<file path="src/expander_regs.svh">
/*
 * Register pointer codes, address constants and sizes for the serial I/O
 * expander read path. Assumes inclusion by every design file that needs them.
 */
// Summary of operation
// - Command byte after write address sets pointer
// - Read address after restart returns selected register
// - Pointer survives repeated start unchanged
// - Data captured at acknowledge clock rising edge
// - Bytes flow while master acknowledges
// - Stop anytime; latched outputs stay, partial input dropped
// - Slave address is 0x18 plus select pins
// - Command low two bits choose register
// - Selection holds until new command byte
// - Input port reads pin levels XOR polarity; writes ignored
`ifndef EXPANDER_REGS_SVH
`define EXPANDER_REGS_SVH

`define ADDR_BASE 4'h3
`define PTR_INPUT 2'h0
`define PTR_OUTPUT 2'h1
`define PTR_POLARITY 2'h2
`define PTR_CONFIG 2'h3
`define RST_OUTPUT 8'h00
`define RST_POLARITY 8'hF0
`define RST_CONFIG 8'hFF
`define FIFO_DEPTH 4

`endif

</file>
<file path="src/expander_pkg.sv">
/*
 * Types shared by the expander read path.
 * Assumes the constants header is compiled alongside.
 */
package expander_pkg;
    typedef struct packed {
        logic [7:0] output_port;
        logic [7:0] polarity;
        logic [7:0] config_dir;
    } port_regs_s;

    typedef enum logic [6:0] {
        ST_IDLE = 7'b000_0001,
        ST_ADDR = 7'b000_0010,
        ST_ADDR_ACK = 7'b000_0100,
        ST_RX = 7'b000_1000,
        ST_RX_ACK = 7'b001_0000,
        ST_TX = 7'b010_0000,
        ST_TX_ACK = 7'b100_0000
    } bus_state_e;
endpackage

</file>
<file path="src/expander_read_path.sv">
/*
 * Slave side of the two-wire serial bus for an 8-bit I/O expander: address
 * match, command pointer, register read-back and byte capture on acknowledge.
 * Assumes scl/sda come from outside the mclk domain and are oversampled;
 * SDA is open drain, low-drive only. Data bytes for the output, polarity and
 * config registers pass through a FIFO that the register side drains; a full
 * FIFO makes the device refuse (NACK) them, but not command bytes.
 */
`timescale 1ns/1ps
`default_nettype none
`include "expander_regs.svh"
module expander_read_path
    import expander_pkg::*;
#(
    parameter int FIFO_DEPTH = `FIFO_DEPTH
) (
    input wire logic mclk,
    input wire logic rst_b,
    input wire logic scl_in,
    input wire logic sda_in,
    output logic sda_out,
    output logic sda_oe,
    input wire logic [2:0] addr_select_pins,
    input wire logic [7:0] port_pins,
    output logic [7:0] port_out,
    output logic [7:0] port_dir,
    output logic [7:0] port_polarity
);
    // ==========================================================
    // Synchronisers
    logic [1:0] scl_sync_q, sda_sync_q;
    logic scl_prev_q, sda_prev_q;
    logic [7:0] pins_meta_q, pins_q;
    always_ff @(posedge mclk or negedge rst_b)
    begin
        if (!rst_b)
        begin
            scl_sync_q <= 2'b11;
            sda_sync_q <= 2'b11;
            scl_prev_q <= 1'b1;
            sda_prev_q <= 1'b1;
            pins_meta_q <= 8'h00;
            pins_q <= 8'h00;
        end
        else
        begin
            scl_sync_q <= {scl_sync_q[0], scl_in};
            sda_sync_q <= {sda_sync_q[0], sda_in};
            scl_prev_q <= scl_sync_q[1];
            sda_prev_q <= sda_sync_q[1];
            pins_meta_q <= port_pins;
            pins_q <= pins_meta_q;
        end
    end

    logic scl_s, sda_s, scl_rise, scl_fall, start_cond, stop_cond;
    assign scl_s = scl_sync_q[1];
    assign sda_s = sda_sync_q[1];
    assign scl_rise = scl_s && !scl_prev_q;
    assign scl_fall = !scl_s && scl_prev_q;
    assign start_cond = scl_s && scl_prev_q && sda_prev_q && !sda_s;
    assign stop_cond = scl_s && scl_prev_q && !sda_prev_q && sda_s;

    // Register select decode, used for read-back only
    function automatic logic [7:0] reg_select(input logic [1:0] ptr,
        input logic [7:0] pins, input port_regs_s r);
        case (ptr)
            `PTR_INPUT: reg_select = pins;
            `PTR_OUTPUT: reg_select = r.output_port;
            `PTR_POLARITY: reg_select = r.polarity;
            default: reg_select = r.config_dir;
        endcase
    endfunction

    // ==========================================================
    // Bus state machine
    bus_state_e st_q, st_d;
    logic [7:0] sh_q, sh_d;
    logic [2:0] bit_q, bit_d;
    logic [1:0] ptr_q, ptr_d;
    logic rd_q, rd_d, cmd_q, cmd_d, drive_q, drive_d, ack_q, ack_d;
    // Set once eight bits are in; bit_q alone wraps to 0 and looks empty
    logic full_q, full_d;
    logic fifo_in_valid, fifo_in_ready, fifo_out_valid;
    logic [9:0] fifo_out_data;
    logic [9:0] fifo_in_data;

    always_comb
    begin
        st_d = st_q;
        sh_d = sh_q;
        bit_d = bit_q;
        ptr_d = ptr_q;
        rd_d = rd_q;
        cmd_d = cmd_q;
        drive_d = drive_q;
        ack_d = ack_q;
        full_d = full_q;
        fifo_in_valid = 1'b0;
        fifo_in_data = {ptr_q, sh_q};
        if (start_cond)
        begin
            // Pointer kept across restart
            st_d = ST_ADDR;
            bit_d = 3'd0;
            full_d = 1'b0;
            drive_d = 1'b0;
        end
        else if (stop_cond)
        begin
            // Unfinished byte dropped, latched registers kept
            st_d = ST_IDLE;
            full_d = 1'b0;
            drive_d = 1'b0;
        end
        else
        begin
            case (st_q)
                ST_IDLE: st_d = ST_IDLE;
                ST_ADDR, ST_RX:
                begin
                    if (scl_rise)
                    begin
                        sh_d = {sh_q[6:0], sda_s};
                        bit_d = bit_q + 3'd1;
                        full_d = (bit_q == 3'd7);
                    end
                    if (scl_fall)
                        full_d = 1'b0;
                    if (scl_fall && full_q && st_q == ST_ADDR
                        && sh_q[7:1] == {`ADDR_BASE, addr_select_pins})
                    begin
                        rd_d = sh_q[0];
                        cmd_d = !sh_q[0];
                        drive_d = 1'b1;
                        ack_d = 1'b1;
                        st_d = ST_ADDR_ACK;
                    end
                    else if (scl_fall && full_q && st_q == ST_ADDR)
                        st_d = ST_IDLE;
                    else if (scl_fall && full_q)
                    begin
                        // Refuse when writes cannot be stored
                        drive_d = cmd_q || (ptr_q == `PTR_INPUT) || fifo_in_ready;
                        ack_d = drive_d;
                        st_d = ST_RX_ACK;
                    end
                end
                ST_ADDR_ACK:
                begin
                    if (scl_fall)
                    begin
                        if (rd_q)
                        begin
                            sh_d = reg_select(ptr_q, pins_q ^ port_polarity,
                                {port_out, port_polarity, port_dir});
                            drive_d = !sh_d[7];
                            ack_d = 1'b0;
                            bit_d = 3'd1;
                            st_d = ST_TX;
                        end
                        else
                        begin
                            drive_d = 1'b0;
                            bit_d = 3'd0;
                            st_d = ST_RX;
                        end
                    end
                end
                ST_RX_ACK:
                begin
                    if (scl_rise && ack_q)
                    begin
                        if (cmd_q)
                        begin
                            ptr_d = sh_q[1:0];
                            cmd_d = 1'b0;
                        end
                        else if (ptr_q != `PTR_INPUT)
                            fifo_in_valid = 1'b1;
                    end
                    if (scl_fall)
                    begin
                        drive_d = 1'b0;
                        st_d = ack_q ? ST_RX : ST_IDLE;
                    end
                end
                ST_TX:
                begin
                    if (scl_fall)
                    begin
                        if (bit_q == 3'd0)
                        begin
                            drive_d = 1'b0;
                            st_d = ST_TX_ACK;
                        end
                        else
                        begin
                            drive_d = !sh_q[7 - bit_q];
                            bit_d = bit_q + 3'd1;
                        end
                    end
                end
                ST_TX_ACK:
                begin
                    if (scl_rise)
                        ack_d = !sda_s;
                    if (scl_fall)
                    begin
                        if (ack_q)
                        begin
                            // Master wants more
                            sh_d = reg_select(ptr_q, pins_q ^ port_polarity,
                                {port_out, port_polarity, port_dir});
                            drive_d = !sh_d[7];
                            bit_d = 3'd1;
                            st_d = ST_TX;
                        end
                        else
                            st_d = ST_IDLE;
                    end
                end
                default: st_d = ST_IDLE;
            endcase
        end
    end

    always_ff @(posedge mclk or negedge rst_b)
    begin
        if (!rst_b)
        begin
            st_q <= ST_IDLE;
            sh_q <= 8'h00;
            bit_q <= 3'd0;
            ptr_q <= `PTR_INPUT;
            rd_q <= 1'b0;
            cmd_q <= 1'b0;
            drive_q <= 1'b0;
            ack_q <= 1'b0;
            full_q <= 1'b0;
        end
        else
        begin
            full_q <= full_d;
            st_q <= st_d;
            sh_q <= sh_d;
            bit_q <= bit_d;
            ptr_q <= ptr_d;
            rd_q <= rd_d;
            cmd_q <= cmd_d;
            drive_q <= drive_d;
            ack_q <= ack_d;
        end
    end

    // Open drain: only ever pulls low
    assign sda_out = 1'b0;
    assign sda_oe = drive_q;

    // ==========================================================
    // Write buffer and register bank
    byte_fifo #(.WIDTH(10), .DEPTH(FIFO_DEPTH)) u_fifo (
        .mclk(mclk),
        .rst_b(rst_b),
        .in_valid(fifo_in_valid),
        .in_ready(fifo_in_ready),
        .in_data(fifo_in_data),
        .out_valid(fifo_out_valid),
        .out_ready(1'b1),
        .out_data(fifo_out_data)
    );

    port_regs_s regs_q, regs_d;
    always_comb
    begin
        regs_d = regs_q;
        if (fifo_out_valid)
        begin
            case (fifo_out_data[9:8])
                `PTR_OUTPUT: regs_d.output_port = fifo_out_data[7:0];
                `PTR_POLARITY: regs_d.polarity = fifo_out_data[7:0];
                `PTR_CONFIG: regs_d.config_dir = fifo_out_data[7:0];
                default: regs_d = regs_q;
            endcase
        end
    end

    always_ff @(posedge mclk or negedge rst_b)
    begin
        if (!rst_b)
            regs_q <= '{`RST_OUTPUT, `RST_POLARITY, `RST_CONFIG};
        else
            regs_q <= regs_d;
    end

    assign port_out = regs_q.output_port;
    assign port_polarity = regs_q.polarity;
    assign port_dir = regs_q.config_dir;
endmodule
`default_nettype wire

</file>
<file path="src/byte_fifo.sv">
/*
 * Small flip-flop FIFO with valid/ready on both sides.
 * Assumes a single clock and active-low asynchronous reset.
 */
`timescale 1ns/1ps
`default_nettype none
module byte_fifo #(
    parameter int WIDTH = 8,
    parameter int DEPTH = 4
) (
    input wire logic mclk,
    input wire logic rst_b,
    input wire logic in_valid,
    output logic in_ready,
    input wire logic [WIDTH-1:0] in_data,
    output logic out_valid,
    input wire logic out_ready,
    output logic [WIDTH-1:0] out_data
);
    localparam int AW = (DEPTH > 1) ? $clog2(DEPTH) : 1;
    initial
    begin
        if (DEPTH < 2 || (DEPTH & (DEPTH - 1)) != 0)
            $error("byte_fifo depth must be a power of two of at least 2");
    end

    logic [WIDTH-1:0] mem_q [DEPTH];
    logic [AW:0] wr_q, wr_d, rd_q, rd_d;
    logic push, pop;

    // ==========================================================
    // Pointers
    assign in_ready = (wr_q - rd_q) != (AW+1)'(DEPTH);
    assign out_valid = wr_q != rd_q;
    assign out_data = mem_q[rd_q[AW-1:0]];
    assign push = in_valid && in_ready;
    assign pop = out_valid && out_ready;

    always_comb
    begin
        wr_d = push ? wr_q + 1'b1 : wr_q;
        rd_d = pop ? rd_q + 1'b1 : rd_q;
    end

    always_ff @(posedge mclk or negedge rst_b)
    begin
        if (!rst_b)
        begin
            wr_q <= '0;
            rd_q <= '0;
        end
        else
        begin
            wr_q <= wr_d;
            rd_q <= rd_d;
        end
    end

    // Storage is not reset; empty flag guards reads
    always_ff @(posedge mclk)
    begin
        if (push)
            mem_q[wr_q[AW-1:0]] <= in_data;
    end
endmodule
`default_nettype wire

</file>
<file path="config.mk">
export PLATFORM = sky130hd
export DESIGN_NAME = expander_read_path
export DESIGN_NICKNAME = d
export VERILOG_FILES = /design/src/expander_pkg.sv /design/src/expander_read_path.sv /design/src/byte_fifo.sv
export VERILOG_INCLUDE_DIRS = /design/src
export SDC_FILE = /design/constraint.sdc
export NUM_CORES = 1
export LEC_CHECK = 0
export CAP_MARGIN = 0
export CORE_MARGIN = 2
export CORE_UTILIZATION = 59
export CTS_BUF_LIST = sky130_fd_sc_hd__clkbuf_8
export DETAILED_ROUTE_END_ITERATION = 6
export DONT_BUFFER_PORTS = 1
export PLACE_DENSITY = 0.78
export SYNTH_ARGS = -nofsm -noshare
export SYNTH_HDL_FRONTEND = slang
export SYNTH_SLANG_ARGS = --single-unit
export TNS_END_PERCENT = 30
</file>
<file path="constraint.sdc">
create_clock -name mclk -period 2.3 [get_ports mclk]
set_clock_uncertainty 0.2 [all_clocks]
set_input_delay 0.345 -clock mclk [delete_from_list [all_inputs] [get_ports mclk]]
set_output_delay 0.345 -clock mclk [all_outputs]
set_load 0.03 [all_outputs]
</file>
Word level (Yosys, flattened, before mapping)
Memories as Yosys holds them, arrays and structs flattened.
Cells that the tools add are included.
{ "classes": {"bitwise_logic": 3, "mux": 76, "eq_ne": 41, "order_cmp": 1, "reduce_logical": 44, "addsub": 5} }
{ "ops": {"columns": ["op", "n"], "rows": [
  ["8-bit two-way mux", 15],
  ["7-bit two-way mux", 10],
  ["8-bit one-hot mux with 3 select lines", 2],
  ["7-bit one-hot mux with 5 select lines", 1],
  ["32-bit by 4-bit less-than comparator with 1-bit output (second input constant)", 1],
  ["1-bit two-way mux", 32],
  ["8-bit AND reduction", 4],
  ["3-bit != test (second input constant)", 9],
  ["3-bit two-way mux", 8],
  ["4-bit != test (second input constant)", 6],
  ["2-bit != test (second input constant)", 9],
  ["1-bit logical AND", 12],
  ["6-bit two-way mux", 2],
  ["3-bit one-hot mux with 4 select lines", 1],
  ["5-bit != test (second input constant)", 2],
  ["5-bit AND reduction", 2],
  ["3-bit by 1-bit adder with 3-bit output (second input constant)", 3],
  ["1-bit logical NOT", 8],
  ["2-bit AND reduction", 4],
  ["8-bit XOR", 1],
  ["7-bit by 2-bit equality test with 1-bit output (second input constant)", 1],
  ["7-bit by 3-bit equality test with 1-bit output (second input constant)", 1],
  ["7-bit by 4-bit equality test with 1-bit output (second input constant)", 1],
  ["7-bit by 5-bit equality test with 1-bit output", 1],
  ["other kinds (27)", 34]
]} }
{ "word_totals": {"ff_bits": 77, "n_memories": 1, "wordCells": 191, "in_bits": 15, "ram_bits": 40, "output_inout_bits": 26} }
{ "memory_table": {"columns": ["name", "words", "word_bits", "read_ports", "rd_ports_with_merged_regs", "write_ports", "line", "rtl"], "rows": [
  ["u_fifo.mem_q", 4, 10, 1, 0, 1, "byte_fifo.sv:27", "logic [WIDTH-1:0] mem_q [DEPTH];"]
]} }

Logic depth before layout (Yosys ltp)
Gate-level depths: netlist of run 1.
{ "depth": {"ltp_word": 13, "mapped_depth": 9, "depth_no_buf": 8} }

Modules after synthesis
A second synthesis of run 1 with hierarchy kept.
{ "unflattened": {"cells_unflattened": 398, "hier_area_um2": 5472.7} }
{ "modules_own_cells": {"columns": ["module", "n_inst", "seq_area_each_um2", "area_each_um2", "cells_per_inst"], "rows": [
  ["expander_read_path", 1, 1800.5, 3609.7, 310],
  ["byte_fifo", 1, 1351.3, 1863.0, 88]
]} }

Least setup slack after synthesis of run 1
No wires, ideal clock.
{ "synth_timing": {"path_type": "register to register", "startpoint": "reg u_fifo.rd_q[1]", "endpoint": "mem u_fifo.mem_q[3][0], enable pin", "setup_slack_ns": -0.228, "stages_incl_launch_ff": 9, "n_path_buf": 1, "arrival_ns": 1.977, "setup_ns": 0.351, "synth_period_minus_slack_ns": 2.528, "required_time_ns": 1.749, "path_cell_list": "dfrtp_1 > clkbuf_1 > inv_1 > ha_1 > nor2b_1 > xnor2_1 > nand3_1 > nor4b_4 > and2_1"} }
{ "synth_via": {"elab_chain_len": 5} }
{ "synth_lines": {"columns": ["item", "line", "rtl"], "rows": [
  ["start, declared", "byte_fifo.sv:28", "logic [AW:0] wr_q, wr_d, rd_q, rd_d;"],
  ["start signal, assigned", "byte_fifo.sv:55", "rd_q <= rd_d;"],
  ["3-bit subtractor", "byte_fifo.sv:33", "assign in_ready = (wr_q - rd_q) != (AW+1)'(DEPTH);"],
  ["3-bit != test", "byte_fifo.sv:33", null],
  ["1-bit logical AND", "byte_fifo.sv:36", "assign push = in_valid && in_ready;"],
  ["1-bit two-way mux", "byte_fifo.sv:62", "if (push)"],
  ["1-bit two-way mux (implied by the code)", "byte_fifo.sv:63", "mem_q[wr_q[AW-1:0]] <= in_data;"],
  ["end, declared", "byte_fifo.sv:27", null]
]} }
No other way between the ends.

Final worst setup path of run 1
{ "layout_timing": {"startpoint": "reg st_q[3]", "endpoint": "reg sh_q[3]"} }
{ "layout_via": {"elab_chain_len": 4, "word_cells_on_any_way": 13, "classes_between": "eq/ne: 9; mux: 1; reduce/logical: 3"} }
{ "layout_lines": {"columns": ["item", "line", "rtl"], "rows": [
  ["start, declared", "expander_read_path.sv:77", "bus_state_e st_q, st_d;"],
  ["start signal, assigned", "expander_read_path.sv:245", "st_q <= st_d;"],
  ["7-bit by 2-bit equality test with 1-bit output or 7-bit by 4-bit equality test with 1-bit output (tied branches)", "expander_read_path.sv:118", "case (st_q)"],
  ["2-bit OR reduction", "expander_read_path.sv:118", null],
  ["2-bit != test (no source line) or 3-bit nonzero test (tied branches)", null, null],
  ["8-bit AND reduction (no source line)", null, null],
  ["end signal, assigned", "expander_read_path.sv:233", "sh_q <= 8'h00;"],
  ["end signal, assigned", "expander_read_path.sv:246", "sh_q <= sh_d;"],
  ["end, declared", "expander_read_path.sv:78", "logic [7:0] sh_q, sh_d;"]
]} }
Several ways; a longest one is shown, not always the timed one.
A chain may end at the register's enable or synchronous reset.

==> run summary, run 1 <==
Syn. warnings -> 0
WP buf/inv -> 0
P per Cell Area -> 655.7 nW/um2
most common cell after layout, fill and taps aside -> dfrtp_1
CTS Root Cell -> clkbuf_8
max incr delay on CP -> 0.47 ns
PnR Total Power -> 4.347 mW
num ports -> 41
Layout area overhead -> 20.60%
HPWL Detailed -> 8.451 mm
Rows -> 35
Port Buffers -> 0
Syn Inst Count -> 420
residual DRC count -> 0
TritonCTS clock tree -> done
Final nets -> 512
Max H-tree Level -> 4
clock buffer depth -> 2
Hold Vio Cnt, Final -> 0
Core Region -> 9153 um2
Worst Path Arrival -> 2.41 ns
TritonCTS buffer count -> 17
Max Clk Rate -> 434.3 MHz
Post-synth EDFFs -> 40
HP Start -> pins_meta_q[3]$_DFF_PN0_
Slew Viols, Final -> 0
Netlist Area Pre-Place -> 5498 um2
period utilisation layout -> 100.1%
final setup margin -> -0.002668 ns
worst skew pair latency -> 0.43 ns
violated checks -> negative setup slack
crit path kind -> register to register
Overall Global Routing Usage -> 27.18%
Syn Nets -> 448
first element of the critical path -> st_q[3]$_DFFE_PN0P_
CP required -> 2.41 ns
Max stage delay cell, worst path -> dfrtp_2
Max Cap Viol -> 0
leak pwr -> 2.694 nW
RSZ-0062 raised after global routing -> yes
largest net degree at the start of global routing -> 78
dominant synthesized flop cell -> dfrtp_1
Clock transition at path regs -> 0.08 ns
drt total wl -> 12.96 mm
initial antenna violation count -> 0
DRT iter0 DRCs -> 313
Die Y -> 100.5 um
Synth cell types -> 59
global-route wire length before repair -> 20.32 mm
share of post-route cells with drive strength above 1 -> 39.24%
fillcell total -> 558
Worst path top cell family by delay -> simple AND/OR/NAND/NOR gates
post-route ant nets -> 0
Yosys reg bits -> 117
router iterations before antenna repair -> 5
critical path, cell by cell -> nor3_4 > and4b_1 > nand3_2 > a21oi_4 > o221ai_4 > mux2_4
vias in the first global route -> 3,870
Setup violations, final -> 1
register area share after synthesis -> 57.33%
Async SR Flop Fraction -> 65.81%
Die Area -> 10,110 um2
reg2reg start -> st_q[3]$_DFFE_PN0P_
Post-Layout Cell Count -> 608
syn avg cell area -> 13.09 um2
Max VDD drop -> 543.6 uV
gr ovfl total -> 0
clk sinks -> 117
WL/cell -> 21.32 um
min Tclk post-route -> 2.303 ns
gpl congestion -> 0.9158
CP Max Fanout -> 8
Least-Margin Pin Slew -> 0.7882 ns
most frequent cells in the layout -> dfrtp_1, buf_4, mux2_2, edfxtp_1, nand2_1
Initial Utilization -> 60.07%
Rel. slew slack -> 47.30%
Util after Layout -> 72.44%
status -> finished, violations left
crit end category -> register
n_diodes -> 0
Placed Cells -> 556
Avg Vias per Cell -> 6.257
Hold Path Class -> register to register
Startpoint Class -> register
Die X -> 100.5 um
routed vias -> 3,804
[logic make-up (layout without fill, tap and decap cells)]
group	after synthesis	after routing	synth area share, %
DFF	117	117	57.33
adders and majority gates	13	13	2.959
buffers and inverters	27	103	2.162
muxes	66	66	15.75
AOI/OAI and AO/OA	73	73	8.648
and+or+nand+nor	110	111	11.02
xor gates and xnor gates	13	13	2.071
other	1	1	0.06821
[state kept, by name, indices dropped and copies added (netlist names), 2 cells and up]
name           flops
u_fifo.rd_q        3
bit_q              3
st_q               7
u_fifo.wr_q        3
port_polarity      8
port_dir           8
port_out           8
pins_meta_q        8
scl_sync_q         2
sda_sync_q         2
ptr_q              2
sh_q               8
pins_q             8
u_fifo.mem_q      40
[report_power, final]
group	total, mW	internal [mW]	switching, mW
Clock	2.01	1.10	0.909
Sequential	2.20	2.18	0.0199
Combinational	0.139	0.0549	0.0841
[cell usage after synthesis (2+ instances only)]
cell type	count	area share, %
a2111oi_0	2	0.32
a211oi_1	2	0.27
a21o_1	3	0.41
a21oi_1	15	1.4
a31oi_1	2	0.23
and2_1	9	1.0
buf_2	8	0.73
buf_4	2	0.27
clkbuf_1	6	0.41
dfrtp_1	58	26
dfstp_2	19	9.1
edfxtp_1	40	22
ha_1	13	3.0
inv_1	11	0.75
mux2_2	44	9.0
mux2i_1	10	1.8
mux4_2	12	4.9
nand2_1	30	2.0
nand3_1	12	1.1
nor2_1	15	1.0
nor2_2	2	0.23
nor2b_1	7	0.80
nor3_1	12	1.1
nor4_1	2	0.23
nor4b_1	3	0.48
o211ai_2	2	0.46
o21ai_0	31	2.8
o221a_2	2	0.41
o31ai_1	2	0.27
or2b_1	2	0.27
or3_1	3	0.34
xnor2_1	4	0.64
xor2_1	9	1.4
[metrics by stage]
step	setup slack [ns]	hold slack, ns	setup TNS [ns]	area (um2)
after CTS	-0.008732	0.1509	-0.01353	6472
final	-0.002668	0.1491	-0.002668	6630
after global placement	-0.07150	-0.1460	-0.4581	5884
after floorplan	0.03374	-0.1506	0	5504
after detailed placement	-0.06974	-0.1465	-0.4433	5884
after global routing	-0.1115	0.1525	-0.4664	6630
[layer usage]
layer  GRT usage (%)  wire length, um
met1           36.35             5276
met2           43.68             6525
met3           7.767              894
met4           8.430              268
met5               0                0
[repair_timing]
action                                 4_1_cts  5_1_grt
hold buffers                                12        0
gates resized for setup                      7       29
setup endpoints to repair                   27       62
endpoints found under the hold margin       87        0
gates cloned                                 0        1
buffers inserted                             0        7
pin swaps                                    0        7
[final timing paths]
kind | end | slack (ns) | depth (start not counted)
worst max-delay path | sh_q[3]$_DFFE_PN0P_ | -0.003 | 6
worst min-delay path | pins_q[3]$_DFF_PN0_ | 0.15 | 0
worst max register to register | sh_q[3]$_DFFE_PN0P_ | -0.003 | 6
worst min register to register | pins_q[3]$_DFF_PN0_ | 0.15 | 0
max in group asynchronous | port_dir[7]$_DFFE_PN1P_ | 1.26 | 2
min in group asynchronous | port_polarity[2]$_DFFE_PN0P_ | 0.28 | 2
[worst reg2reg max path, stage by stage, from the launching register on]
cell	delay, ns
dfrtp_2	0.47
nor3_4	0.34
and4b_1	0.30
nand3_2	0.12
a21oi_4	0.18
o221ai_4	0.21
mux2_4	0.36
[layout make-up]
type	count	area (um2)	area share [%]
repair buffers	60	514.2	7.756
well taps	111	138.9	2.095
flip-flops and latches	117	3161	47.67
clock buffers	17	234.0	3.529
inverters	11	41.29	0.6228
clock inverters	15	196.4	2.963
multi-input cells	277	2345	35.37
(Power assumes the default switching activity.)
==> run 2, diff against run 1 <==
SKIP_LAST_GASP = 1   (was not set)
==> run 2 against run 1 <==
Compared with the run above: the flow now finishes without violations; sequential power is essentially flat; wire length shrank 1.5%; maximum frequency grew 2.2%; critical path depth grew 1; non-clock buffer count shrank 1; setup slack gained 0.050 ns; critical path type unchanged; highest routed layer unchanged.
==> run summary, run 2 (synthesized netlist as in run 1, its figures left out) <==
status -> complete, no violations
Slew Viols, Final -> 0
most frequent cells in the layout -> dfrtp_1, buf_4, mux2_2, edfxtp_1, nand2_1
Hold Vio Cnt, Final -> 0
worst skew pair latency -> 0.43 ns
Logic pwr share -> 3.2%
sequential fraction of design power -> 50.5%
Die X -> 100.5 um
post-route ant nets -> 0
Max Clk Rate -> 443.9 MHz
PnR Total Power -> 4.346 mW
dpl ws -> -0.06974 ns
Final nets -> 511
CTS Root Cell -> clkbuf_8
residual DRC count -> 0
clk sinks -> 117
Least-Margin Pin Slew -> 0.7900 ns
Finished Cell Area -> 6604 um2
Core Region -> 9153 um2
Util after Layout -> 72.15%
Startpoint Class -> register
TritonCTS clock tree -> done
most common cell after layout, fill and taps aside -> dfrtp_1
Int Power -> 3.335 mW
Worst path top cell family by delay -> compound AO/OA/AOI/OAI gates
num ports -> 41
vias in the first global route -> 3,877
largest net degree at the start of global routing -> 78
Initial Utilization -> 60.07%
leak pwr -> 2.686 nW
area post-placement -> 5884 um2
WP buf/inv -> 1
Max H-tree Level -> 4
Overall Global Routing Usage -> 27.06%
min Tclk post-route -> 2.253 ns
gpl congestion -> 0.9158
DRT iter0 DRCs -> 294
Die Area -> 10,110 um2
TritonCTS buffer count -> 17
Avg Vias per Cell -> 6.287
fillcell total -> 563
P per Cell Area -> 658.0 nW/um2
Clock transition at path regs -> 0.08 ns
Max Cap Viol -> 0
CP Max Fanout -> 7
crit end category -> register
final setup margin -> 0.04729 ns
global-route wire length before repair -> 20.27 mm
Layout area overhead -> 20.12%
Rel. slew slack -> 47.18%
drt total wl -> 12.77 mm
HPWL Detailed -> 8.451 mm
initial antenna violation count -> 0
period utilisation layout -> 97.94%
clock share of power -> 46.3%
Port Buffers -> 0
max incr delay on CP -> 0.47 ns
clock buffer depth -> 2
Hold Path Class -> register to register
switching share of power -> 23.26%
CP required -> 2.41 ns
gr ovfl total -> 0
Setup violations, final -> 0
Worst Path Arrival -> 2.36 ns
Max VDD drop -> 544.3 uV
critical path, cell by cell -> buf_4 > nor2b_1 > o211ai_4 > o21ai_1 > nand2_2 > a21oi_4 > mux2_2
max reg flops -> 40
n_diodes -> 0
total net switching power -> 1.011 mW
share of post-route cells with drive strength above 1 -> 38.51%
Rows -> 35
Max stage delay cell, worst path -> dfrtp_2
WL/cell -> 21.04 um
routed vias -> 3,816
RSZ-0062 raised after global routing -> yes
router iterations before antenna repair -> 5
Die Y -> 100.5 um
crit path kind -> register to register
Fin Setup TNS -> 0 ns
-- run 2: cell count changes in the layout (fill, tap and decap cells not counted), sizes merged --
cell / delta
buf: -2
clkbuf: +1
-- run 2: worst paths after layout --
check,from,to,slack (ns),cells after the start
worst min register to register,pins_meta_q[3]$_DFF_PN0_,pins_q[3]$_DFF_PN0_,0.15,0
worst max-delay path,st_q[1]$_DFFE_PN0P_,st_q[5]$_DFFE_PN0P_,0.05,7
worst min-delay path,pins_meta_q[3]$_DFF_PN0_,pins_q[3]$_DFF_PN0_,0.15,0
max in group asynchronous,rst_b,port_dir[6]$_DFFE_PN1P_,1.26,2
worst max register to register,st_q[1]$_DFFE_PN0P_,st_q[5]$_DFFE_PN0P_,0.05,7
min in group asynchronous,rst_b,port_polarity[2]$_DFFE_PN0P_,0.27,2
-- run 2: timing repair --
action | CTS | global route
setup buffers | 0 | 6
pin swaps | 0 | 6
gates cloned | 0 | 1
resized for setup | 4 | 28
endpoints found under the setup margin | 27 | 63
hold endpoints to repair | 87 | 0
hold buffers | 12 | 0
-- run 2: cell type report --
class                           instances  area (um2)  area share [%]
Tap cell                              111       138.9           2.103
Timing Repair Buffer                   59       500.5           7.579
Clock buffer                           17       234.0           3.543
Inverter                               11       41.29          0.6252
Sequential cell                       117        3159           47.84
Multi-Input combinational cell        277        2333           35.34
Clock inverter                         15       196.4           2.975
-- run 2: power groups by stage --
stage               clock network, mW  registers [mW]  logic, mW
detailed placement                  0            2.24     0.0854
global route                     2.12            2.20      0.154
floorplan                           0            2.24     0.0534
finish                           2.01            2.20      0.139
CTS                              2.04            2.20      0.135
global placement                    0            2.24     0.0843
-- run 2: routing by layer --
metal | vias up | global-route usage [%] | share of wire (%)
met4 | 0 | 8.957 | 2.3
met1 | 1907 | 36.15 | 41
met2 | 180 | 43.11 | 49
met5 | - | 0 | 0
li1 | 1697 | - | -
met3 | 32 | 7.906 | 7.4
-- run 2: stage by stage --
step / hold slack (ns) / std cells
floorplan: -0.1506 / 420
global placement: -0.1460 / 556
detailed placement: -0.1465 / 556
CTS: 0.1509 / 600
global route: 0.1525 / 607
finish: 0.1479 / 607
